[src/core/fdp_pkg.sv]
// Constants and types for the fieldbus drive profile parameter block
// Notes on behaviour
// Telegram selection 2 to 16, default 2
// Telegram N gives N in, N out words
// Fault counter increments on fault, max 1
// Fault reset clears counter to zero
// Fault code held while faulted, else zero
// Detected line rate reported as code 0-11
// Identity sub-indices 1-4 only via acyclic access
// Sub-indices: maker, type, version, year, ddmm
// Profile identifier: high 3, low 41
// Command word writable only from fieldbus
// Commands execute only when fieldbus controls
// Bit 0 clear disables; set permits enable
// Bit 1 clear coast stops and disables
// Bit 2 clear quick stops then disables
// Bit 3 set enables, clear disables
// Bit 6 selects fieldbus speed or zero
// Bit 7 resets fault while faulted
// Bits 4, 8, 10 and reserved ignored
// Command word applies only in profile 0
// Master writes zero to unused bits
package fdp_pkg;
	// ************************************************************
	// Parameter numbers used as addresses on the parameter port
	// ************************************************************
	localparam logic [9:0] ADDR_TELEGRAM_SELECT = 10'h39a; // 922
	localparam logic [9:0] ADDR_FAULT_MESSAGE_COUNTER = 10'h3b0; // 944
	localparam logic [9:0] ADDR_ACTIVE_FAULT_CODE = 10'h3b3; // 947
	localparam logic [9:0] ADDR_DETECTED_LINE_RATE = 10'h3c3; // 963
	localparam logic [9:0] ADDR_DRIVE_IDENTITY_INFO = 10'h3c4; // 964
	localparam logic [9:0] ADDR_PROFILE_IDENTIFIER = 10'h3c5; // 965
	localparam logic [9:0] ADDR_DRIVE_COMMAND_WORD = 10'h3c7; // 967

	// ************************************************************
	// Reset values and ranges
	// ************************************************************
	localparam logic [15:0] TELEGRAM_RESET = 16'h0002;
	localparam logic [15:0] TELEGRAM_MIN = 16'h0002;
	localparam logic [15:0] TELEGRAM_MAX = 16'h0010;
	localparam logic [15:0] COMMAND_RESET = 16'h0000;
	localparam logic [15:0] FAULT_COUNT_MAX = 16'h0001;
	localparam logic [3:0] RATE_NOT_DETECTED = 4'h5;
	localparam logic [3:0] RATE_MAX = 4'hb;
	localparam logic [7:0] PROFILE_NUMBER = 8'h03;
	localparam logic [7:0] PROFILE_VERSION = 8'h29;
	localparam logic [2:0] SUBIDX_MAX = 3'h4;
	localparam logic [15:0] IDENT_BAD_SUBIDX = 16'h0000;

	// ************************************************************
	// Command word bit positions
	// ************************************************************
	localparam int CMD_ON = 0;
	localparam int CMD_NO_COAST = 1;
	localparam int CMD_NO_QUICK = 2;
	localparam int CMD_ENABLE_OP = 3;
	localparam int CMD_SETPOINT = 6;
	localparam int CMD_FAULT_ACK = 7;

	// ************************************************************
	// Access sources and selections
	// ************************************************************
	typedef enum logic [1:0] {
		SRC_FIELDBUS,
		SRC_PANEL,
		SRC_SERIAL,
		SRC_OTHER
	} fdp_src_e;

	localparam logic data_profile_standard = 1'b0;

	// Drive command sequencing state
	typedef enum logic [1:0] {
		DRV_DISABLED,
		DRV_ENABLED,
		DRV_QUICK_STOP,
		DRV_FAULT
	} fdp_drv_e;
endpackage

[src/core/fdp_cmd_if.sv]
// Interface carrying decoded drive commands between modules
interface fdp_cmd_if;
	logic cmd_valid; // Commands may act this cycle
	logic on_ok; // Bit 0 permit
	logic no_coast; // Bit 1 permit
	logic no_quick; // Bit 2 permit
	logic enable_op; // Bit 3 enable
	logic setpoint; // Bit 6 setpoint source
	logic fault_ack; // Bit 7 acknowledge
	modport src (output cmd_valid, on_ok, no_coast, no_quick, enable_op,
		setpoint, fault_ack);
	modport dst (input cmd_valid, on_ok, no_coast, no_quick, enable_op,
		setpoint, fault_ack);
endinterface

[src/core/fdp_params.sv]
// Top of the fieldbus drive profile parameter and command block
module fdp_params #(
	parameter int QSTOP_CYCLES = 16,
	parameter logic [15:0] MAKER_CODE = 16'h00a5, // Arbitrary value
	parameter logic [15:0] UNIT_TYPE = 16'h0011, // Arbitrary value
	parameter logic [15:0] FW_YEAR = 16'h0000,
	parameter logic [15:0] FW_DDMM = 16'h0000
) (
	// Clock and reset
	input wire logic clk_i,
	input wire logic rstn_i,
	// Parameter access port
	input wire logic par_req_i,
	input wire logic par_wr_i,
	input wire logic [9:0] par_addr_i,
	input wire logic [2:0] par_subidx_i,
	input wire logic par_acyclic_i,
	input wire fdp_pkg::fdp_src_e par_src_i,
	input wire logic [15:0] par_wdata_i,
	output logic par_ack_o,
	output logic par_err_o,
	output logic [15:0] par_rdata_o,
	// Drive context
	input wire logic fieldbus_ctrl_i,
	input wire logic data_profile_i,
	input wire logic [15:0] firmware_version_i,
	input wire logic [3:0] line_rate_i,
	input wire logic fault_i,
	input wire logic [15:0] fault_code_i,
	input wire logic net_init_i,
	// Commands to motor control
	output logic drive_enable_o,
	output logic quick_stop_o,
	output logic fault_reset_o,
	output logic speed_ref_en_o,
	output logic [4:0] io_words_o
);
	// ************************************************************
	// Storage
	// ************************************************************
	logic [15:0] telegram_q; // Selected telegram
	logic [15:0] command_q; // Control word
	logic [15:0] fcount_q; // Fault message counter
	logic [3:0] rate_q; // Detected line rate
	logic [15:0] rdata_d;
	logic err_d;
	logic wr_ok;
	logic [15:0] code;
	logic clear;
	fdp_pkg::fdp_drv_e state;

	fdp_cmd_if cmd_bus ();

	// ************************************************************
	// Helpers
	// ************************************************************
	// Identity sub-index lookup
	function automatic logic [15:0] ident(input logic [2:0] s,
		input logic [15:0] fw);
		case (s)
			3'h0: ident = MAKER_CODE;
			3'h1: ident = UNIT_TYPE;
			3'h2: ident = fw;
			3'h3: ident = FW_YEAR;
			3'h4: ident = FW_DDMM;
			default: ident = fdp_pkg::IDENT_BAD_SUBIDX;
		endcase
	endfunction

	// ************************************************************
	// Submodules
	// ************************************************************
	fdp_cmd_decode u_dec (
		.word_i(command_q),
		.fieldbus_ctrl_i(fieldbus_ctrl_i),
		.data_profile_i(data_profile_i),
		.cmd(cmd_bus.src)
	);

	fdp_drive_seq #(.QSTOP_CYCLES(QSTOP_CYCLES)) u_seq (
		.clk_i(clk_i),
		.rstn_i(rstn_i),
		.cmd(cmd_bus.dst),
		.fault_i(fault_i),
		.fault_code_i(fault_code_i),
		.state_o(state),
		.fault_clear_o(clear),
		.fault_code_o(code)
	);

	// ************************************************************
	// Write acceptance
	// ************************************************************
	always_comb begin
		wr_ok = 1'b0;
		if (par_req_i && par_wr_i) begin
			case (par_addr_i)
				fdp_pkg::ADDR_TELEGRAM_SELECT:
					wr_ok = par_wdata_i >= fdp_pkg::TELEGRAM_MIN &&
						par_wdata_i <= fdp_pkg::TELEGRAM_MAX;
				fdp_pkg::ADDR_DRIVE_COMMAND_WORD:
					wr_ok = par_src_i == fdp_pkg::SRC_FIELDBUS;
				default: wr_ok = 1'b0;
			endcase
		end
	end

	// Telegram selection, out of range writes refused
	always_ff @(posedge clk_i or negedge rstn_i) begin
		if (!rstn_i) begin
			telegram_q <= fdp_pkg::TELEGRAM_RESET;
		end else if (wr_ok && par_addr_i == fdp_pkg::ADDR_TELEGRAM_SELECT) begin
			telegram_q <= par_wdata_i;
		end
	end

	// Control word storage
	always_ff @(posedge clk_i or negedge rstn_i) begin
		if (!rstn_i) begin
			command_q <= fdp_pkg::COMMAND_RESET;
		end else if (wr_ok && par_addr_i == fdp_pkg::ADDR_DRIVE_COMMAND_WORD) begin
			command_q <= par_wdata_i;
		end
	end

	// Telegram size latched only at network initialisation
	always_ff @(posedge clk_i or negedge rstn_i) begin
		if (!rstn_i) begin
			io_words_o <= 5'h02;
		end else if (net_init_i) begin
			io_words_o <= telegram_q[4:0];
		end
	end

	// Fault counter; a new fault wins over a clear
	always_ff @(posedge clk_i or negedge rstn_i) begin
		if (!rstn_i) begin
			fcount_q <= 16'h0000;
		end else if (fault_i && state != fdp_pkg::DRV_FAULT) begin
			fcount_q <= fdp_pkg::FAULT_COUNT_MAX;
		end else if (clear) begin
			fcount_q <= 16'h0000;
		end
	end

	// Line rate code; out of range reads as not detected
	always_ff @(posedge clk_i or negedge rstn_i) begin
		if (!rstn_i) begin
			rate_q <= 4'h0;
		end else if (line_rate_i > fdp_pkg::RATE_MAX) begin
			rate_q <= fdp_pkg::RATE_NOT_DETECTED;
		end else begin
			rate_q <= line_rate_i;
		end
	end

	// ************************************************************
	// Read path
	// ************************************************************
	always_comb begin
		rdata_d = 16'h0000;
		err_d = 1'b0;
		case (par_addr_i)
			fdp_pkg::ADDR_TELEGRAM_SELECT: rdata_d = telegram_q;
			fdp_pkg::ADDR_FAULT_MESSAGE_COUNTER: rdata_d = fcount_q;
			fdp_pkg::ADDR_ACTIVE_FAULT_CODE: rdata_d = code;
			fdp_pkg::ADDR_DETECTED_LINE_RATE: rdata_d = {12'h000, rate_q};
			fdp_pkg::ADDR_DRIVE_IDENTITY_INFO: begin
				// Non acyclic paths always see sub-index 0
				if (!par_acyclic_i) begin
					rdata_d = ident(3'h0, firmware_version_i);
				end else if (par_subidx_i > fdp_pkg::SUBIDX_MAX) begin
					err_d = 1'b1;
				end else begin
					rdata_d = ident(par_subidx_i, firmware_version_i);
				end
			end
			fdp_pkg::ADDR_PROFILE_IDENTIFIER:
				rdata_d = {fdp_pkg::PROFILE_NUMBER,
					fdp_pkg::PROFILE_VERSION};
			fdp_pkg::ADDR_DRIVE_COMMAND_WORD: rdata_d = command_q;
			default: err_d = 1'b1;
		endcase
		if (par_wr_i && !wr_ok) begin
			err_d = 1'b1;
		end
	end

	// Answer registered one cycle after the request
	always_ff @(posedge clk_i or negedge rstn_i) begin
		if (!rstn_i) begin
			par_ack_o <= 1'b0;
			par_err_o <= 1'b0;
			par_rdata_o <= 16'h0000;
		end else begin
			par_ack_o <= par_req_i;
			par_err_o <= par_req_i && err_d;
			par_rdata_o <= (par_req_i && !par_wr_i && !err_d) ? rdata_d : 16'h0000;
		end
	end

	// ************************************************************
	// Command outputs
	// ************************************************************
	always_ff @(posedge clk_i or negedge rstn_i) begin
		if (!rstn_i) begin
			drive_enable_o <= 1'b0;
			quick_stop_o <= 1'b0;
			fault_reset_o <= 1'b0;
			speed_ref_en_o <= 1'b0;
		end else begin
			drive_enable_o <= state == fdp_pkg::DRV_ENABLED;
			quick_stop_o <= state == fdp_pkg::DRV_QUICK_STOP;
			fault_reset_o <= clear;
			speed_ref_en_o <= cmd_bus.cmd_valid && cmd_bus.setpoint &&
				state == fdp_pkg::DRV_ENABLED;
		end
	end
endmodule

[src/core/fdp_cmd_decode.sv]
// Decoder from the command word into separate command levels
module fdp_cmd_decode (
	// Command word and qualifiers
	input wire logic [15:0] word_i,
	input wire logic fieldbus_ctrl_i,
	input wire logic data_profile_i,
	// Decoded commands
	fdp_cmd_if.src cmd
);
	// Bits 4, 5, 8 to 15 are never looked at
	always_comb begin
		cmd.cmd_valid = fieldbus_ctrl_i &&
			(data_profile_i == fdp_pkg::data_profile_standard);
		cmd.on_ok = word_i[fdp_pkg::CMD_ON];
		cmd.no_coast = word_i[fdp_pkg::CMD_NO_COAST];
		cmd.no_quick = word_i[fdp_pkg::CMD_NO_QUICK];
		cmd.enable_op = word_i[fdp_pkg::CMD_ENABLE_OP];
		cmd.setpoint = word_i[fdp_pkg::CMD_SETPOINT];
		cmd.fault_ack = word_i[fdp_pkg::CMD_FAULT_ACK];
	end
endmodule

[src/core/fdp_drive_seq.sv]
// Drive enable sequencer acting on decoded commands and faults
module fdp_drive_seq #(
	parameter int QSTOP_CYCLES = 16
) (
	// Clock and reset
	input wire logic clk_i,
	input wire logic rstn_i,
	// Commands and fault events
	fdp_cmd_if.dst cmd,
	input wire logic fault_i,
	input wire logic [15:0] fault_code_i,
	// State out
	output fdp_pkg::fdp_drv_e state_o,
	output logic fault_clear_o,
	output logic [15:0] fault_code_o
);
	fdp_pkg::fdp_drv_e state_q;
	logic [15:0] qcnt_q; // Quick stop ramp timer
	logic [15:0] code_q; // Latched fault code
	logic permit;
	logic ack;

	assign permit = cmd.on_ok && cmd.no_coast && cmd.no_quick;
	assign ack = cmd.cmd_valid && cmd.fault_ack;
	assign state_o = state_q;
	assign fault_code_o = code_q;
	assign fault_clear_o = (state_q == fdp_pkg::DRV_FAULT) && ack && !fault_i;

	// Enable state machine; faults win over every command
	always_ff @(posedge clk_i or negedge rstn_i) begin
		if (!rstn_i) begin
			state_q <= fdp_pkg::DRV_DISABLED;
		end else begin
			case (state_q)
				fdp_pkg::DRV_DISABLED: begin
					if (fault_i) begin
						state_q <= fdp_pkg::DRV_FAULT;
					end else if (cmd.cmd_valid && permit && cmd.enable_op) begin
						state_q <= fdp_pkg::DRV_ENABLED;
					end
				end
				fdp_pkg::DRV_ENABLED: begin
					if (fault_i) begin
						state_q <= fdp_pkg::DRV_FAULT;
					end else if (cmd.cmd_valid && !cmd.no_quick) begin
						state_q <= fdp_pkg::DRV_QUICK_STOP;
					end else if (cmd.cmd_valid &&
						(!cmd.on_ok || !cmd.no_coast || !cmd.enable_op)) begin
						state_q <= fdp_pkg::DRV_DISABLED;
					end
				end
				fdp_pkg::DRV_QUICK_STOP: begin
					if (fault_i) begin
						state_q <= fdp_pkg::DRV_FAULT;
					end else if (qcnt_q == 16'h0000) begin
						state_q <= fdp_pkg::DRV_DISABLED;
					end
				end
				fdp_pkg::DRV_FAULT: begin
					if (fault_clear_o) begin
						state_q <= fdp_pkg::DRV_DISABLED;
					end
				end
				default: state_q <= fdp_pkg::DRV_DISABLED;
			endcase
		end
	end

	// Quick stop timer, loaded on entry, counts to zero
	always_ff @(posedge clk_i or negedge rstn_i) begin
		if (!rstn_i) begin
			qcnt_q <= 16'h0000;
		end else if (state_q != fdp_pkg::DRV_QUICK_STOP) begin
			qcnt_q <= 16'(QSTOP_CYCLES - 1);
		end else if (qcnt_q != 16'h0000) begin
			qcnt_q <= qcnt_q - 16'h0001;
		end
	end

	// Fault code held while faulted, zero otherwise
	always_ff @(posedge clk_i or negedge rstn_i) begin
		if (!rstn_i) begin
			code_q <= 16'h0000;
		end else if (fault_i && state_q != fdp_pkg::DRV_FAULT) begin
			code_q <= fault_code_i;
		end else if (fault_clear_o) begin
			code_q <= 16'h0000;
		end
	end
endmodule

[config.mk]
export PLATFORM = sky130hd
export DESIGN_NAME = fdp_params
export DESIGN_NICKNAME = d
export VERILOG_FILES = /design/src/core/fdp_pkg.sv /design/src/core/fdp_cmd_if.sv /design/src/core/fdp_params.sv /design/src/core/fdp_cmd_decode.sv /design/src/core/fdp_drive_seq.sv
export SDC_FILE = /design/constraint.sdc
export NUM_CORES = 1
export LEC_CHECK = 0
export ABC_AREA = 1
export BUFFER_PORTS_ARGS = -buffer_cell sky130_fd_sc_hd__buf_4
export CORE_UTILIZATION = 40
export CTS_CLUSTER_SIZE = 16
export DETAILED_ROUTE_END_ITERATION = 12
export SYNTH_ARGS = -nofsm -noshare
export SYNTH_HDL_FRONTEND = slang
export SYNTH_SLANG_ARGS = --single-unit
[constraint.sdc]
create_clock -name clk_i -period 4.9 [get_ports clk_i]
set_clock_uncertainty 0.15 [all_clocks]
set_input_delay 0.245 -clock clk_i [delete_from_list [all_inputs] [get_ports clk_i]]
set_output_delay 0.245 -clock clk_i [all_outputs]
set_load 0.02 [all_outputs]
* Word level (Yosys, flattened, before mapping)
Cells that the tools add are included.
Storage, ports and cells: word-level logic and storage cells 105, input port bits 76, register bits 113, output and inout port bits 27
Operators by class: $add $sub $neg 1, eq/ne operators 18, reduce and logical (&&, ||, !) cells 40, multiplexer cells 26, bitwise gates (word level) 1, order comparisons 4
Operators with widths (number):
- 16-bit 2-to-1 mux | 8
- 16-bit one-hot mux with 7 select lines | 1
- 10-bit == test, second input constant | 7
- 16-bit one-hot mux with 3 select lines | 1
- 1-bit logical AND | 21
- 16-bit by 2-bit >= comparator with 1-bit output, second input constant | 1
- 16-bit by 5-bit <= comparator with 1-bit output, second input constant | 1
- 16-bit logical NOT | 1
- 2-bit 2-to-1 mux | 8
- 16-bit nonzero test | 1
- 16-bit by 1-bit subtractor with 16-bit output, second input constant | 1
- 1-bit logical NOT | 8
- 2-bit one-hot mux with 4 select lines | 1
- 2-bit inequality test, second input constant | 3
- 3-bit by 2-bit inequality test with 1-bit output, second input constant | 2
- 6-bit OR reduction | 1
- 2-bit == test, second input constant | 2
- 4-bit > comparator, second input constant | 1
- 2-bit logical NOT | 2
- 1-bit 2-to-1 mux | 4
- 4-bit 2-to-1 mux | 1
- 4-bit by 2-bit inequality test with 1-bit output, second input constant | 1
- 1-bit one-hot mux with 2 select lines | 2
- 4-bit AND reduction | 1
- other kinds (8) | 10

* Depth between registers and ports, before layout
Gate-level depths: netlist of run 1.
depth in word-level cells 10, mapped depth 11

* Modules after synthesis
A second synthesis of run 1 with hierarchy kept.
Second synthesis, totals: cells, all modules 686, area, all modules 5357.6 µm²
By module, submodules not included:
- fdp_params | area an instance 3377.0 µm², cells each 423, seq. area each 1604.0 µm², times used 1
- fdp_drive_seq | area an instance 1925.6 µm², cells each 255, seq. area each 850.8 µm², times used 1
- fdp_cmd_decode | area an instance 55.1 µm², cells each 8, seq. area each 0.0 µm², times used 1

* Least setup slack after synthesis of run 1
OpenSTA, ideal clock, no wires.
path type register to register, start reg u_seq.qcnt_q[0], end reg u_seq.qcnt_q[3], setup slack 3.163 ns, setup time 0.123 ns, required time 4.627 ns, cell stages (with the launch flop) 10, arrival 1.464 ns, clock period less this slack 1.737 ns, path through dfrtp_1 -> inv_1 -> ha_1 -> nand3_1 -> nor2_1 -> nand2_1 -> nor2_4 -> inv_1 -> o31ai_1 -> inv_1
On the way: cells in the longest elaborated chain, start to end 3
RTL lines:
- from (decl) | line fdp_drive_seq.sv:18 | logic [15:0] qcnt_q;
- from (signal assigned) | line fdp_drive_seq.sv:74 | qcnt_q <= 16'(QSTOP_CYCLES - 1);
- from (signal assigned) | line fdp_drive_seq.sv:76 | qcnt_q <= qcnt_q - 16'h0001;
- 16-bit by 1-bit subtractor with 16-bit output | line fdp_drive_seq.sv:76
- 16-bit 2-to-1 mux | line fdp_drive_seq.sv:75 | end else if (qcnt_q != 16'h0000) begin
- 16-bit 2-to-1 mux | line fdp_drive_seq.sv:73 | end else if (state_q != fdp_pkg::DRV_QUICK_STOP) begin
Parallel ways exist; a longest one is shown, timed or not. The select of a mux whose other input is x is not followed. A chain may end at the register's enable or synchronous reset.

* Worst setup path in the final report of run 1
start reg u_seq.state_q[0] (netlist: u_seq.state_o[0]), end reg u_seq.state_q[0] (netlist: u_seq.state_o[0])
On the way: cells in the longest elaborated chain, start to end 5
RTL lines:
- from (decl) | line fdp_drive_seq.sv:17 | fdp_pkg::fdp_drv_e state_q;
- from (signal assigned) | line fdp_drive_seq.sv:32 | state_q <= fdp_pkg::DRV_DISABLED;
- from (signal assigned) | line fdp_drive_seq.sv:37 | state_q <= fdp_pkg::DRV_FAULT;
- from (signal assigned) | line fdp_drive_seq.sv:39 | state_q <= fdp_pkg::DRV_ENABLED;
- 2-bit == test | line fdp_drive_seq.sv:27, fdp_drive_seq.sv:34
- 1-bit logical AND (2 in a row) | line fdp_drive_seq.sv:27 | assign fault_clear_o = (state_q == fdp_pkg::DRV_FAULT) && ack && !fault_i;
- 2-bit inequality test (no line)
- 4-bit AND reduction (no line)
Parallel ways exist; a longest one is shown, timed or not.

==> qor.csv, run 1 <==
stage,metric,value,unit
cells_and_area,antenna cells,0,
floorplan,row cnt,40,
floorplan,CORE AREA,0.0122,sq mm
synthesis,synthesized area,0.00507,sq mm
power,leak pwr,0.00341,uW
sta,achievable frequency,389,MHz
synthesis,dominant synthesized flop cell,dfrtp_1,
synthesis,Post-synth EDFFs,0,
synthesis,synth unique cells,34,
global_routing,largest net degree at the start of global routing,52,
worst_setup_path,CP max stage delay,0.64,ns
synthesis,Post-Synth XOR/XNOR Area,0.0155,
global_routing,grt met1 use,0.302,
cts,CTS root buf,clkbuf_16,
cells_and_area,Layout area overhead,26.3,%
synthesis,"Seq/Total Area, Yosys",0.484,
cells_and_area,layout cells sized above 1,0.201,
route,antenna-violating nets left,0,
cts,TritonCTS clock tree,done,
floorplan,Die ar.,0.0131,sq mm
global_routing,met2 usage,0.365,
synthesis,Gate Count Post-Synth,658,
synthesis,Ys Warns,0,
worst_setup_path,CP endpoint kind,flop,
sta,Max-slew headroom,0.385,
hold_path,Hold Path Stages,3,
worst_setup_path,CP Launch Type,flop,
cts,CTS buffer count,9,
route,initial DRC count,383,
route,DRC,0,
synthesis,Mapped Nets,735,
global_routing,initial antenna violation count,0,
worst_setup_path,worst r2r path cells,6,
worst_setup_path,Critical Path AT,2.66,ns
power,Pwr per Cell Area,314,mW/mm^2
worst_setup_path,"most used cell, CP",nand2_1,
route,DRT Pass-1 Iters,7,
synthesis,"Async S/R FF share, synth",1.00,
global_routing,GRT Residual Overflow,0,
synthesis,main combinational cell family by area after synthesis,simple AND/OR/NAND/NOR gates,
cts,post-CTS sizing,0,
placement,Final HPWL DP,10.0,mm
worst_setup_path,CP top delay family,simple AND/OR/NAND/NOR gates,
route,DRT Wirelength,13.6,mm
placement,dpl cell area,0.00593,sq mm
cts,Hold Buf Count CTS,18,
worst_setup_path,Critical Path Fanout Max,18,
floorplan,Initial Utilization,0.415,
worst_setup_path,CP max stage cell,nand4_1,
cells_and_area,Final Net Count,845,
sta,worst hold margin,0.00597,ns
power,peak supply drop,0.000202,V
floorplan,Die Width,115,um
worst_setup_path,CP bufs+invs,1,
synthesis,Synth Area in Compound Gates,0.0372,
cts,H-tree Lvls,3,
placement,placed cell count,907,
sta,unrepaired setup endpoints after global routing,no,
sta,Setup Total Neg Slack,0,ns
global_routing,GR peak layer,met2,
sta,Tcrit/Tclk final,0.525,
cells_and_area,most frequent cells in the layout,"nand2_1, buf_4, dfrtp_1",
worst_setup_path,Crit path required time,4.99,ns
sta,setup violators final,0,
cells_and_area,"commonest non-fill, non-tap cell in the layout",nand2_1,
synthesis,post-synthesis simple-gate area fraction,0.361,
cts,Post-CTS Setup Bufs,0,
global_routing,GRT Total Usage,0.223,
worst_setup_path,path length in cells of the critical path,6,
outcome,status,completed,
cts,Num Clock Sinks,98,
synthesis,"flops & latches, synth",98,
synthesis,adder and majority gate portion of the synthesized area,0.00247,
synthesis,post-synthesis mux area share,0.0111,
route,DR vias,4651,
worst_setup_path,worst-path cell chain,nand2_1 -> inv_1 -> nand4_1 -> nand2_1 -> nand2_1 -> a31o_2,
run,max-cap violations,0,
cts,"CTS clk-pin slew, worst paths",0.07,ns
synthesis,Avg Synthesized Cell Area,7.71,sq um
sta,Max Slew Vio Count,0,
global_routing,grt met3 use,0.0418,
global_routing,first-pass GRT wire length,22.4,mm
cts,Longest Clk Path Bufs,2,
cells_and_area,"Cell Count, Final, Fillers Out",941,
placement,port bufs,102,
floorplan,IO Pins,103,
sta,Worst Max-Slew Pin Slew,0.919,ns
cells_and_area,Util after Layout,0.525,
placement,gpl congestion,0.897,
route,Via-to-Cell Ratio,4.94,
sta,final hold viol count,0,
sta,min Tclk post-route,2.57,ns
worst_setup_path,Crit Path Category,reg2reg,
global_routing,vias in the first global route,4565,
cts,clk_lat worst skew,0.34,ns
floorplan,die height,115,um
cells_and_area,Final Cell Area,0.00641,sq mm
hold_path,Hold WC Path Type,in2reg,
route,routed len/inst,14.5,um
[path summary, 6_finish.rpt]
kind / slack [ns] / end / start
max: 2.33 / u_seq.state_o[0] / u_seq.state_o[0]
min reg2reg: 0.33 / telegram_q[14] / telegram_q[14]
min: 0.006 / u_seq.fault_code_o[8] / fault_code_i[8]
min in group asynchronous: 0.32 / par_rdata_o[0] / rstn_i
max reg2reg: 2.33 / u_seq.state_o[0] / u_seq.state_o[0]
max in group asynchronous: 3.18 / command_q[11] / rstn_i
[sequential cells by signal (all words and copies together), names as in the netlist, 2 cells and up]
| name | cells |
|---|---|
| command_q | 16 |
| par_rdata_o | 16 |
| telegram_q | 16 |
| u_seq.fault_code_o | 16 |
| u_seq.qcnt_q | 16 |
| io_words_o | 5 |
| rate_q | 4 |
| u_seq.state_o | 2 |
[per-layer routing]
metal	vias to the layer above	wire length [um]
met2	124	6540
li1	2313	-
met1	2202	6270
met5	-	0
met4	0	187
met3	12	607
[report_power, final]
part           switching, uW  internal (uW)  total, uW  leakage (uW)
logic                    218            131        349       0.00197
clock network            305            410        716      0.000143
registers               49.6            896        945       0.00129
total                    573           1440       2010       0.00341
[tightest hold or removal path: cells and delay by family]
kind	cells	cell delay, ns
buf+inv	1	0.08
simple gates	2	0.14
[cells by family (layout without fill, tap and decap cells)]
family / after synthesis / count (layout)
buffers and inverters: 107 / 222
AND/OR/NAND/NOR: 405 / 405
adder cells (fa/ha/maj): 1 / 1
XOR/XNOR: 9 / 9
AO/OA/AOI/OAI: 33 / 33
flip-flops: 98 / 98
multiplexers: 5 / 5
[cell usage after synthesis (all sizes together), types with 2 or more instances]
cell | n | area, sq um
buf | 14 | 104
nand2 | 180 | 688
mux2 | 5 | 56.3
o211ai | 2 | 15.0
xnor2 | 3 | 26.3
dfrtp | 96 | 2400
nor4 | 3 | 18.8
clkbuf | 9 | 33.8
a21oi | 10 | 50.1
nor3 | 12 | 60.1
xor2 | 6 | 52.6
nor2 | 110 | 470
inv | 84 | 315
nand3 | 67 | 383
o31ai | 2 | 15.0
o22ai | 2 | 12.5
dfstp | 2 | 52.6
o21ai | 13 | 65.1
nand4 | 31 | 194
nor3b | 2 | 15.0
[cell type report]
class | instances | area (sq um)
inverters | 84 | 315
multi-input cells | 453 | 2170
clock inverters | 4 | 51.3
fillers | 1214 | 5800
flip-flops and latches | 98 | 2450
repair buffers | 122 | 961
well taps | 168 | 210
clock buffers | 12 | 246
[stage by stage]
stage | power (uW) | setup slack, ns
after CTS | 2020 | 2.37
after detailed placement | 1300 | 2.36
final | 2010 | 2.33
after global placement | 1290 | 2.42
after floorplan | 1150 | 3.16
after global routing | 2110 | 2.16
Power figures use the tool's default switching activity.
==> run 2, diff against run 1 <==
--- a/config.mk
+++ b/config.mk
@@ -5,7 +5,7 @@
 export SDC_FILE = /design/constraint.sdc
 export NUM_CORES = 1
 export LEC_CHECK = 0
-export ABC_AREA = 1
+export ABC_AREA = 0
 export BUFFER_PORTS_ARGS = -buffer_cell sky130_fd_sc_hd__buf_4
 export CORE_UTILIZATION = 40
 export CTS_CLUSTER_SIZE = 16
==> constraint.sdc (replaced) <==
create_clock -name clk_i -period 2.6 [get_ports clk_i]
set_clock_uncertainty 0.15 [all_clocks]
set_input_delay 0.13 -clock clk_i [delete_from_list [all_inputs] [get_ports clk_i]]
set_output_delay 0.13 -clock clk_i [all_outputs]
set_load 0.02 [all_outputs]
==> qor.csv, run 2 <==
stage,metric,value,unit,change
worst_setup_path,Crit. Startpoint,par_wdata_i[14],,was u_seq.state_o[0]
worst_setup_path,worst r2r path cells,5,,was 6
worst_setup_path,CP Launch Type,input port,,was flop
floorplan,Die ar.,0.0115,sq mm,was 0.0131 sq mm
sta,final hold viol count,1,,was 0
floorplan,die height,107,um,was 115 um
global_routing,vias in the first global route,3724,,was 4565
synthesis,Synth area leader,dfrtp_1,,unchanged
synthesis,dominant synthesized flop cell,dfrtp_1,,unchanged
route,DRC,2,,was 0
synthesis,"flops & latches, synth",98,,unchanged
sta,Max-slew headroom,0.558,,was 0.385
synthesis,synthesized area,0.00442,sq mm,was 0.00507 sq mm
cells_and_area,most frequent cells in the layout,"buf_4, dfrtp_1, nand2_1",,"was nand2_1, buf_4, dfrtp_1"
cts,CTS root buf,clkbuf_8,,was clkbuf_16
power,leak pwr,0.00280,uW,was 0.00341 uW
synthesis,"Async S/R FF share, synth",1.00,,unchanged
sta,Worst Max-Slew Pin Slew,0.662,ns,was 0.919 ns
cts,Post-CTS Setup Bufs,0,,unchanged
sta,Tcrit/Tclk final,0.927,,
floorplan,IO Pins,103,,unchanged
global_routing,first-pass GRT wire length,19.1,mm,was 22.4 mm
cts,Longest Clk Path Bufs,2,,unchanged
floorplan,row cnt,38,,was 40
sta,min Tclk post-route,2.41,ns,
synthesis,Post-synth EDFFs,0,,unchanged
cells_and_area,Final Net Count,657,,was 845
power,Pwr per Cell Area,473,mW/mm^2,was 314 mW/mm^2
global_routing,initial antenna violation count,0,,unchanged
sta,Max Slew Vio Count,0,,unchanged
placement,gpl congestion,0.879,,was 0.897
route,DRT Pass-1 Iters,12,,was 7
global_routing,largest net degree at the start of global routing,41,,was 52
cts,TritonCTS clock tree,done,,unchanged
placement,placed cell count,655,,was 907
cells_and_area,"commonest non-fill, non-tap cell in the layout",buf_4,,was nand2_1
outcome,violated checks,"DRC, hold timing",,
floorplan,Initial Utilization,0.409,,was 0.415
route,Via-to-Cell Ratio,5.26,,was 4.94
floorplan,CORE AREA,0.0108,sq mm,was 0.0122 sq mm
sta,worst hold margin,-0.0126,ns,was 0.00597 ns
placement,port bufs,102,,unchanged
worst_setup_path,Crit Path Category,in2reg,,was reg2reg
worst_setup_path,Critical Path AT,2.53,ns,was 2.66 ns
sta,Setup Total Neg Slack,0,ns,unchanged
synthesis,Synth area leaders,"dfrtp_1, mux2_2, nand2_1, o21ai_0, a222oi_1",,"was dfrtp_1, nand2_1, nor2_1, nand3_1, inv_1"
cells_and_area,Layout area overhead,40.0,%,was 26.3%
synthesis,"count leader, synth",dfrtp_1,,was nand2_1
worst_setup_path,CP endpoint kind,flop,,unchanged
worst_setup_path,Critical Path Fanout Max,11,,was 18
route,DRT Wirelength,12.0,mm,was 13.6 mm
floorplan,Die Width,107,um,was 115 um
power,peak supply drop,0.000304,V,was 0.000202 V
cells_and_area,layout cells sized above 1,0.291,,was 0.201
synthesis,Ys Warns,0,,unchanged
synthesis,Avg Synthesized Cell Area,10.7,sq um,was 7.71 sq um
placement,Final HPWL DP,8.61,mm,was 10.0 mm
cts,CTS buffer count,9,,unchanged
route,antenna-violating nets left,0,,unchanged
cts,Num Clock Sinks,98,,unchanged
synthesis,post-synth top area share,0.544,,was 0.473
synthesis,Mapped Nets,490,,was 735
sta,achievable frequency,415,MHz,
cells_and_area,"Cell Count, Final, Fillers Out",725,,was 941
global_routing,GRT Residual Overflow,0,,unchanged
route,DR vias,3814,,was 4651
outcome,status,"complete, but fails checks",,was completed
run,max-cap violations,0,,unchanged
worst_setup_path,reg-to-reg startpoint,u_seq.qcnt_q[6],,was u_seq.state_o[0]
cells_and_area,antenna cells,0,,unchanged
synthesis,synth unique cells,56,,was 34
global_routing,GRT Total Usage,0.220,,was 0.223
worst_setup_path,Crit path required time,2.72,ns,was 4.99 ns
cts,"CTS clk-pin slew, worst paths",0.09,ns,was 0.07 ns
sta,unrepaired setup endpoints after global routing,no,,unchanged
synthesis,"Seq/Total Area, Yosys",0.556,,was 0.484
synthesis,commonest cells in the netlist,"dfrtp_1, nand2_1, o21ai_0",,"was nand2_1, dfrtp_1, nor2_1"
route,routed len/inst,16.5,um,was 14.5 um
route,initial DRC count,273,,was 383
hold_path,startpoint of the worst hold path,firmware_version_i[9],,was fault_code_i[8]
cts,clk_lat worst skew,0.37,ns,was 0.34 ns
hold_path,Hold WC Path Type,in2reg,,unchanged
cts,H-tree Lvls,3,,unchanged
hold_path,Hold Path Stages,3,,unchanged
sta,setup violators final,0,,unchanged
synthesis,Gate Count Post-Synth,413,,was 658
-- run 2: final cells by class --
| type | count | area, sq um |
|---|---|---|
| Timing Repair Buffer | 173 | 1430 |
| Sequential cell | 98 | 2450 |
| Multi-Input combinational cell | 288 | 1870 |
| Tap cell | 140 | 175 |
| Inverter | 10 | 37.5 |
| Clock inverter | 6 | 71.3 |
| Fill cell | 949 | 4610 |
| Clock buffer | 10 | 138 |
-- run 2: report_power, final --
part           total, uW  internal (uW)  switching (uW)
registers           1600           1570            29.5
clock network       1040            481             556
logic                291            163             127
-- run 2: cells by family after synthesis --
group	synth area share
buf+inv	0.0238
xor+xnor	0.0258
simple gates	0.191
fa+ha+maj	0.00283
mux	0.0660
flops	0.556
compound gates	0.135
-- run 2: final timing paths --
| check | endpoint | slack, ns |
|---|---|---|
| worst min register to register | telegram_q[7] | 0.35 |
| worst max-delay path | telegram_q[5] | 0.19 |
| min in group asynchronous | command_q[3] | 0.11 |
| max in group asynchronous | par_rdata_o[6] | 1.42 |
| worst max register to register | u_seq.qcnt_q[14] | 0.23 |
| worst min-delay path | par_rdata_o[9] | -0.01 |
-- run 2: routing by layer --
metal | part of all wire | vias to the layer above | track usage
met5 | 0 | - | 0
met4 | 0.0084 | 0 | 0.0616
met2 | 0.49 | 92 | 0.356
met3 | 0.050 | 8 | 0.0523
met1 | 0.45 | 1900 | 0.296
li1 | - | 1814 | -
-- run 2: timing repair --
action | CTS | global route
resized for setup | 0 | 1
endpoints found under the hold margin | 98 | 0
endpoints found under the setup margin | 0 | 1
hold buffers | 54 | 0
-- run 2: worst max-delay path, stage by stage --
cell	delay (ns)
dlygate4sd3_1	0.53
buf_4	0.14
nor4_1	0.40
nand3_1	0.17
nor4_1	0.42
o2111ai_2	0.31
buf_4	0.27
and2_1	0.15
-- run 2: through the flow --
step	setup WS (ns)	instance area, sq um	util	total power, uW
3_5_place_dp	0.0925	5430	0.503	1860
4_1_cts	0.204	6180	0.572	2950
5_1_grt	0.103	6180	0.573	3050
2_1_floorplan	0.364	4420	-	1680
6_report	0.190	6180	0.573	2930
3_3_place_gp	0.143	5430	0.503	1850
==> run 3, diff against run 2 <==
--- a/config.mk
+++ b/config.mk
@@ -10,6 +10,7 @@
 export CORE_UTILIZATION = 40
 export CTS_CLUSTER_SIZE = 16
 export DETAILED_ROUTE_END_ITERATION = 12
+export REMOVE_ABC_BUFFERS = 1
 export SYNTH_ARGS = -nofsm -noshare
 export SYNTH_HDL_FRONTEND = slang
 export SYNTH_SLANG_ARGS = --single-unit
==> qor.csv, run 3 (synthesis results as in run 2) <==
stage,metric,value,unit,change
route,antenna-violating nets left,0,,unchanged
route,DRC,0,,was 2
sta,Setup Total Neg Slack,0,ns,unchanged
cts,CTS buffer count,9,,unchanged
worst_setup_path,Critical Path AT,2.60,ns,was 2.53 ns
route,routed len/inst,17.1,um,was 16.5 um
cts,H-tree Lvls,3,,unchanged
global_routing,largest net degree at the start of global routing,58,,was 41
route,DRT Pass-1 Iters,7,,was 12
cells_and_area,most frequent cells in the layout,"buf_4, dfrtp_1, nand2_1",,unchanged
route,initial DRC count,254,,was 273
floorplan,Initial Utilization,0.409,,unchanged
power,Pwr per Cell Area,472,mW/mm^2,was 473 mW/mm^2
sta,Tcrit/Tclk final,0.959,,was 0.927
cells_and_area,Layout area overhead,41.3,%,was 40.0%
placement,port bufs,102,,unchanged
route,Via-to-Cell Ratio,5.28,,was 5.26
cts,Longest Clk Path Bufs,2,,unchanged
cts,TritonCTS clock tree,done,,unchanged
worst_setup_path,CP Launch Type,input port,,unchanged
sta,Max-slew headroom,0.476,,was 0.558
global_routing,GRT Total Usage,0.232,,was 0.220
global_routing,initial antenna violation count,0,,unchanged
sta,achievable frequency,401,MHz,was 415 MHz
global_routing,vias in the first global route,3911,,was 3724
worst_setup_path,Crit path required time,2.70,ns,was 2.72 ns
power,peak supply drop,0.000245,V,was 0.000304 V
placement,gpl congestion,0.813,,was 0.879
floorplan,Die Width,107,um,unchanged
hold_path,Hold WC Path Type,in2reg,,unchanged
route,DRT Wirelength,12.4,mm,was 12.0 mm
sta,unrepaired setup endpoints after global routing,no,,unchanged
sta,Max Slew Vio Count,0,,unchanged
sta,worst hold margin,0.0344,ns,was -0.0126 ns
floorplan,Die ar.,0.0115,sq mm,unchanged
floorplan,die height,107,um,unchanged
hold_path,Hold Path Stages,3,,unchanged
power,leak pwr,0.00283,uW,was 0.00280 uW
global_routing,GRT Residual Overflow,0,,unchanged
sta,setup violators final,0,,unchanged
placement,Final HPWL DP,8.32,mm,was 8.61 mm
floorplan,CORE AREA,0.0108,sq mm,unchanged
cells_and_area,layout cells sized above 1,0.286,,was 0.291
global_routing,first-pass GRT wire length,20.1,mm,was 19.1 mm
cts,CTS root buf,clkbuf_8,,unchanged
cts,Post-CTS Setup Bufs,0,,unchanged
worst_setup_path,Crit Path Category,in2reg,,unchanged
sta,final hold viol count,0,,was 1
route,DR vias,3841,,was 3814
floorplan,IO Pins,103,,unchanged
run,max-cap violations,0,,unchanged
sta,Worst Max-Slew Pin Slew,0.785,ns,was 0.662 ns
cts,"CTS clk-pin slew, worst paths",0.09,ns,about the same
cells_and_area,"commonest non-fill, non-tap cell in the layout",buf_4,,unchanged
cells_and_area,antenna cells,0,,unchanged
cts,Num Clock Sinks,98,,unchanged
worst_setup_path,Critical Path Fanout Max,7,,was 11
worst_setup_path,worst r2r path cells,7,,was 5
outcome,status,completed,,"was complete, but fails checks"
worst_setup_path,CP endpoint kind,flop,,unchanged
cells_and_area,Final Net Count,660,,was 657
floorplan,row cnt,38,,unchanged
sta,min Tclk post-route,2.49,ns,was 2.41 ns
cts,clk_lat worst skew,0.37,ns,about the same
==> run 3: changes by cell type in the layout (fill, tap and decap cells not counted), moves of 2 or more <==
cell           delta
dlygate4sd3_1     +5
inv_6             -2
buf_4             -4
buf_12            +2
==> run 3: cell type report <==
type | instances | area [sq um]
clock buffers | 11 | 151
clock inverters | 5 | 60.1
fillers | 925 | 4550
inverters | 10 | 37.5
multi-input cells | 288 | 1870
flip-flops and latches | 98 | 2450
well taps | 140 | 175
repair buffers | 176 | 1490
==> run 3: timing repair <==
item / 4_1_cts / 5_1_grt
resized for setup: 0 / 0
endpoints found under the hold margin: 104 / 1
hold buffers: 58 / 1
==> run 3: metrics by stage <==
stage          setup slack (ns)  utilization  total power (uW)  cell area [sq um]  cells
3_3_place_gp              0.227        0.504              1850               5440    653
3_5_place_dp              0.193        0.504              1850               5440    653
5_1_grt                  0.0113        0.579              3090               6240    728
6_report                  0.105        0.579              2950               6240    728
2_1_floorplan             0.214            -              1680               4350    396
4_1_cts                   0.231        0.578              2970               6230    727
==> run 3: layer usage <==
layer | global-route usage | part of all wire
met2 | 0.370 | 0.48
met4 | 0.0959 | 0.022
met5 | 0 | 0
met1 | 0.312 | 0.45
met3 | 0.0432 | 0.054
==> run 3: worst max-delay path: stages <==
cell and delay (ns):
dlygate4sd3_1 0.54, buf_4 0.13, nor2b_1 0.35, nand2_1 0.12
nor3_2 0.55, o21ai_0 0.19, dlygate4sd3_1 0.59
==> run 3: final timing paths <==
| check | from | end | slack [ns] |
|---|---|---|---|
| hold reg to reg | telegram_q[6] | telegram_q[6] | 0.34 |
| hold / removal | par_subidx_i[2] | par_rdata_o[4] | 0.03 |
| setup reg to reg | u_seq.qcnt_q[0] | u_seq.qcnt_q[14] | 0.24 |
| min in group asynchronous | rstn_i | u_seq.qcnt_q[13] | 0.13 |
| max in group asynchronous | rstn_i | telegram_q[1] | 1.44 |
| setup / recovery | data_profile_i | u_seq.fault_code_o[4] | 0.11 |
==> run 3: report_power, final <==
| part | total, uW | switching (uW) | leakage [uW] | internal, uW |
|---|---|---|---|---|
| clock | 1050 | 547 | 0.000106 | 501 |
| combinational | 304 | 130 | 0.00144 | 174 |
| sequential | 1600 | 25.6 | 0.00128 | 1570 |
| total | 2950 | 703 | 0.00283 | 2240 |
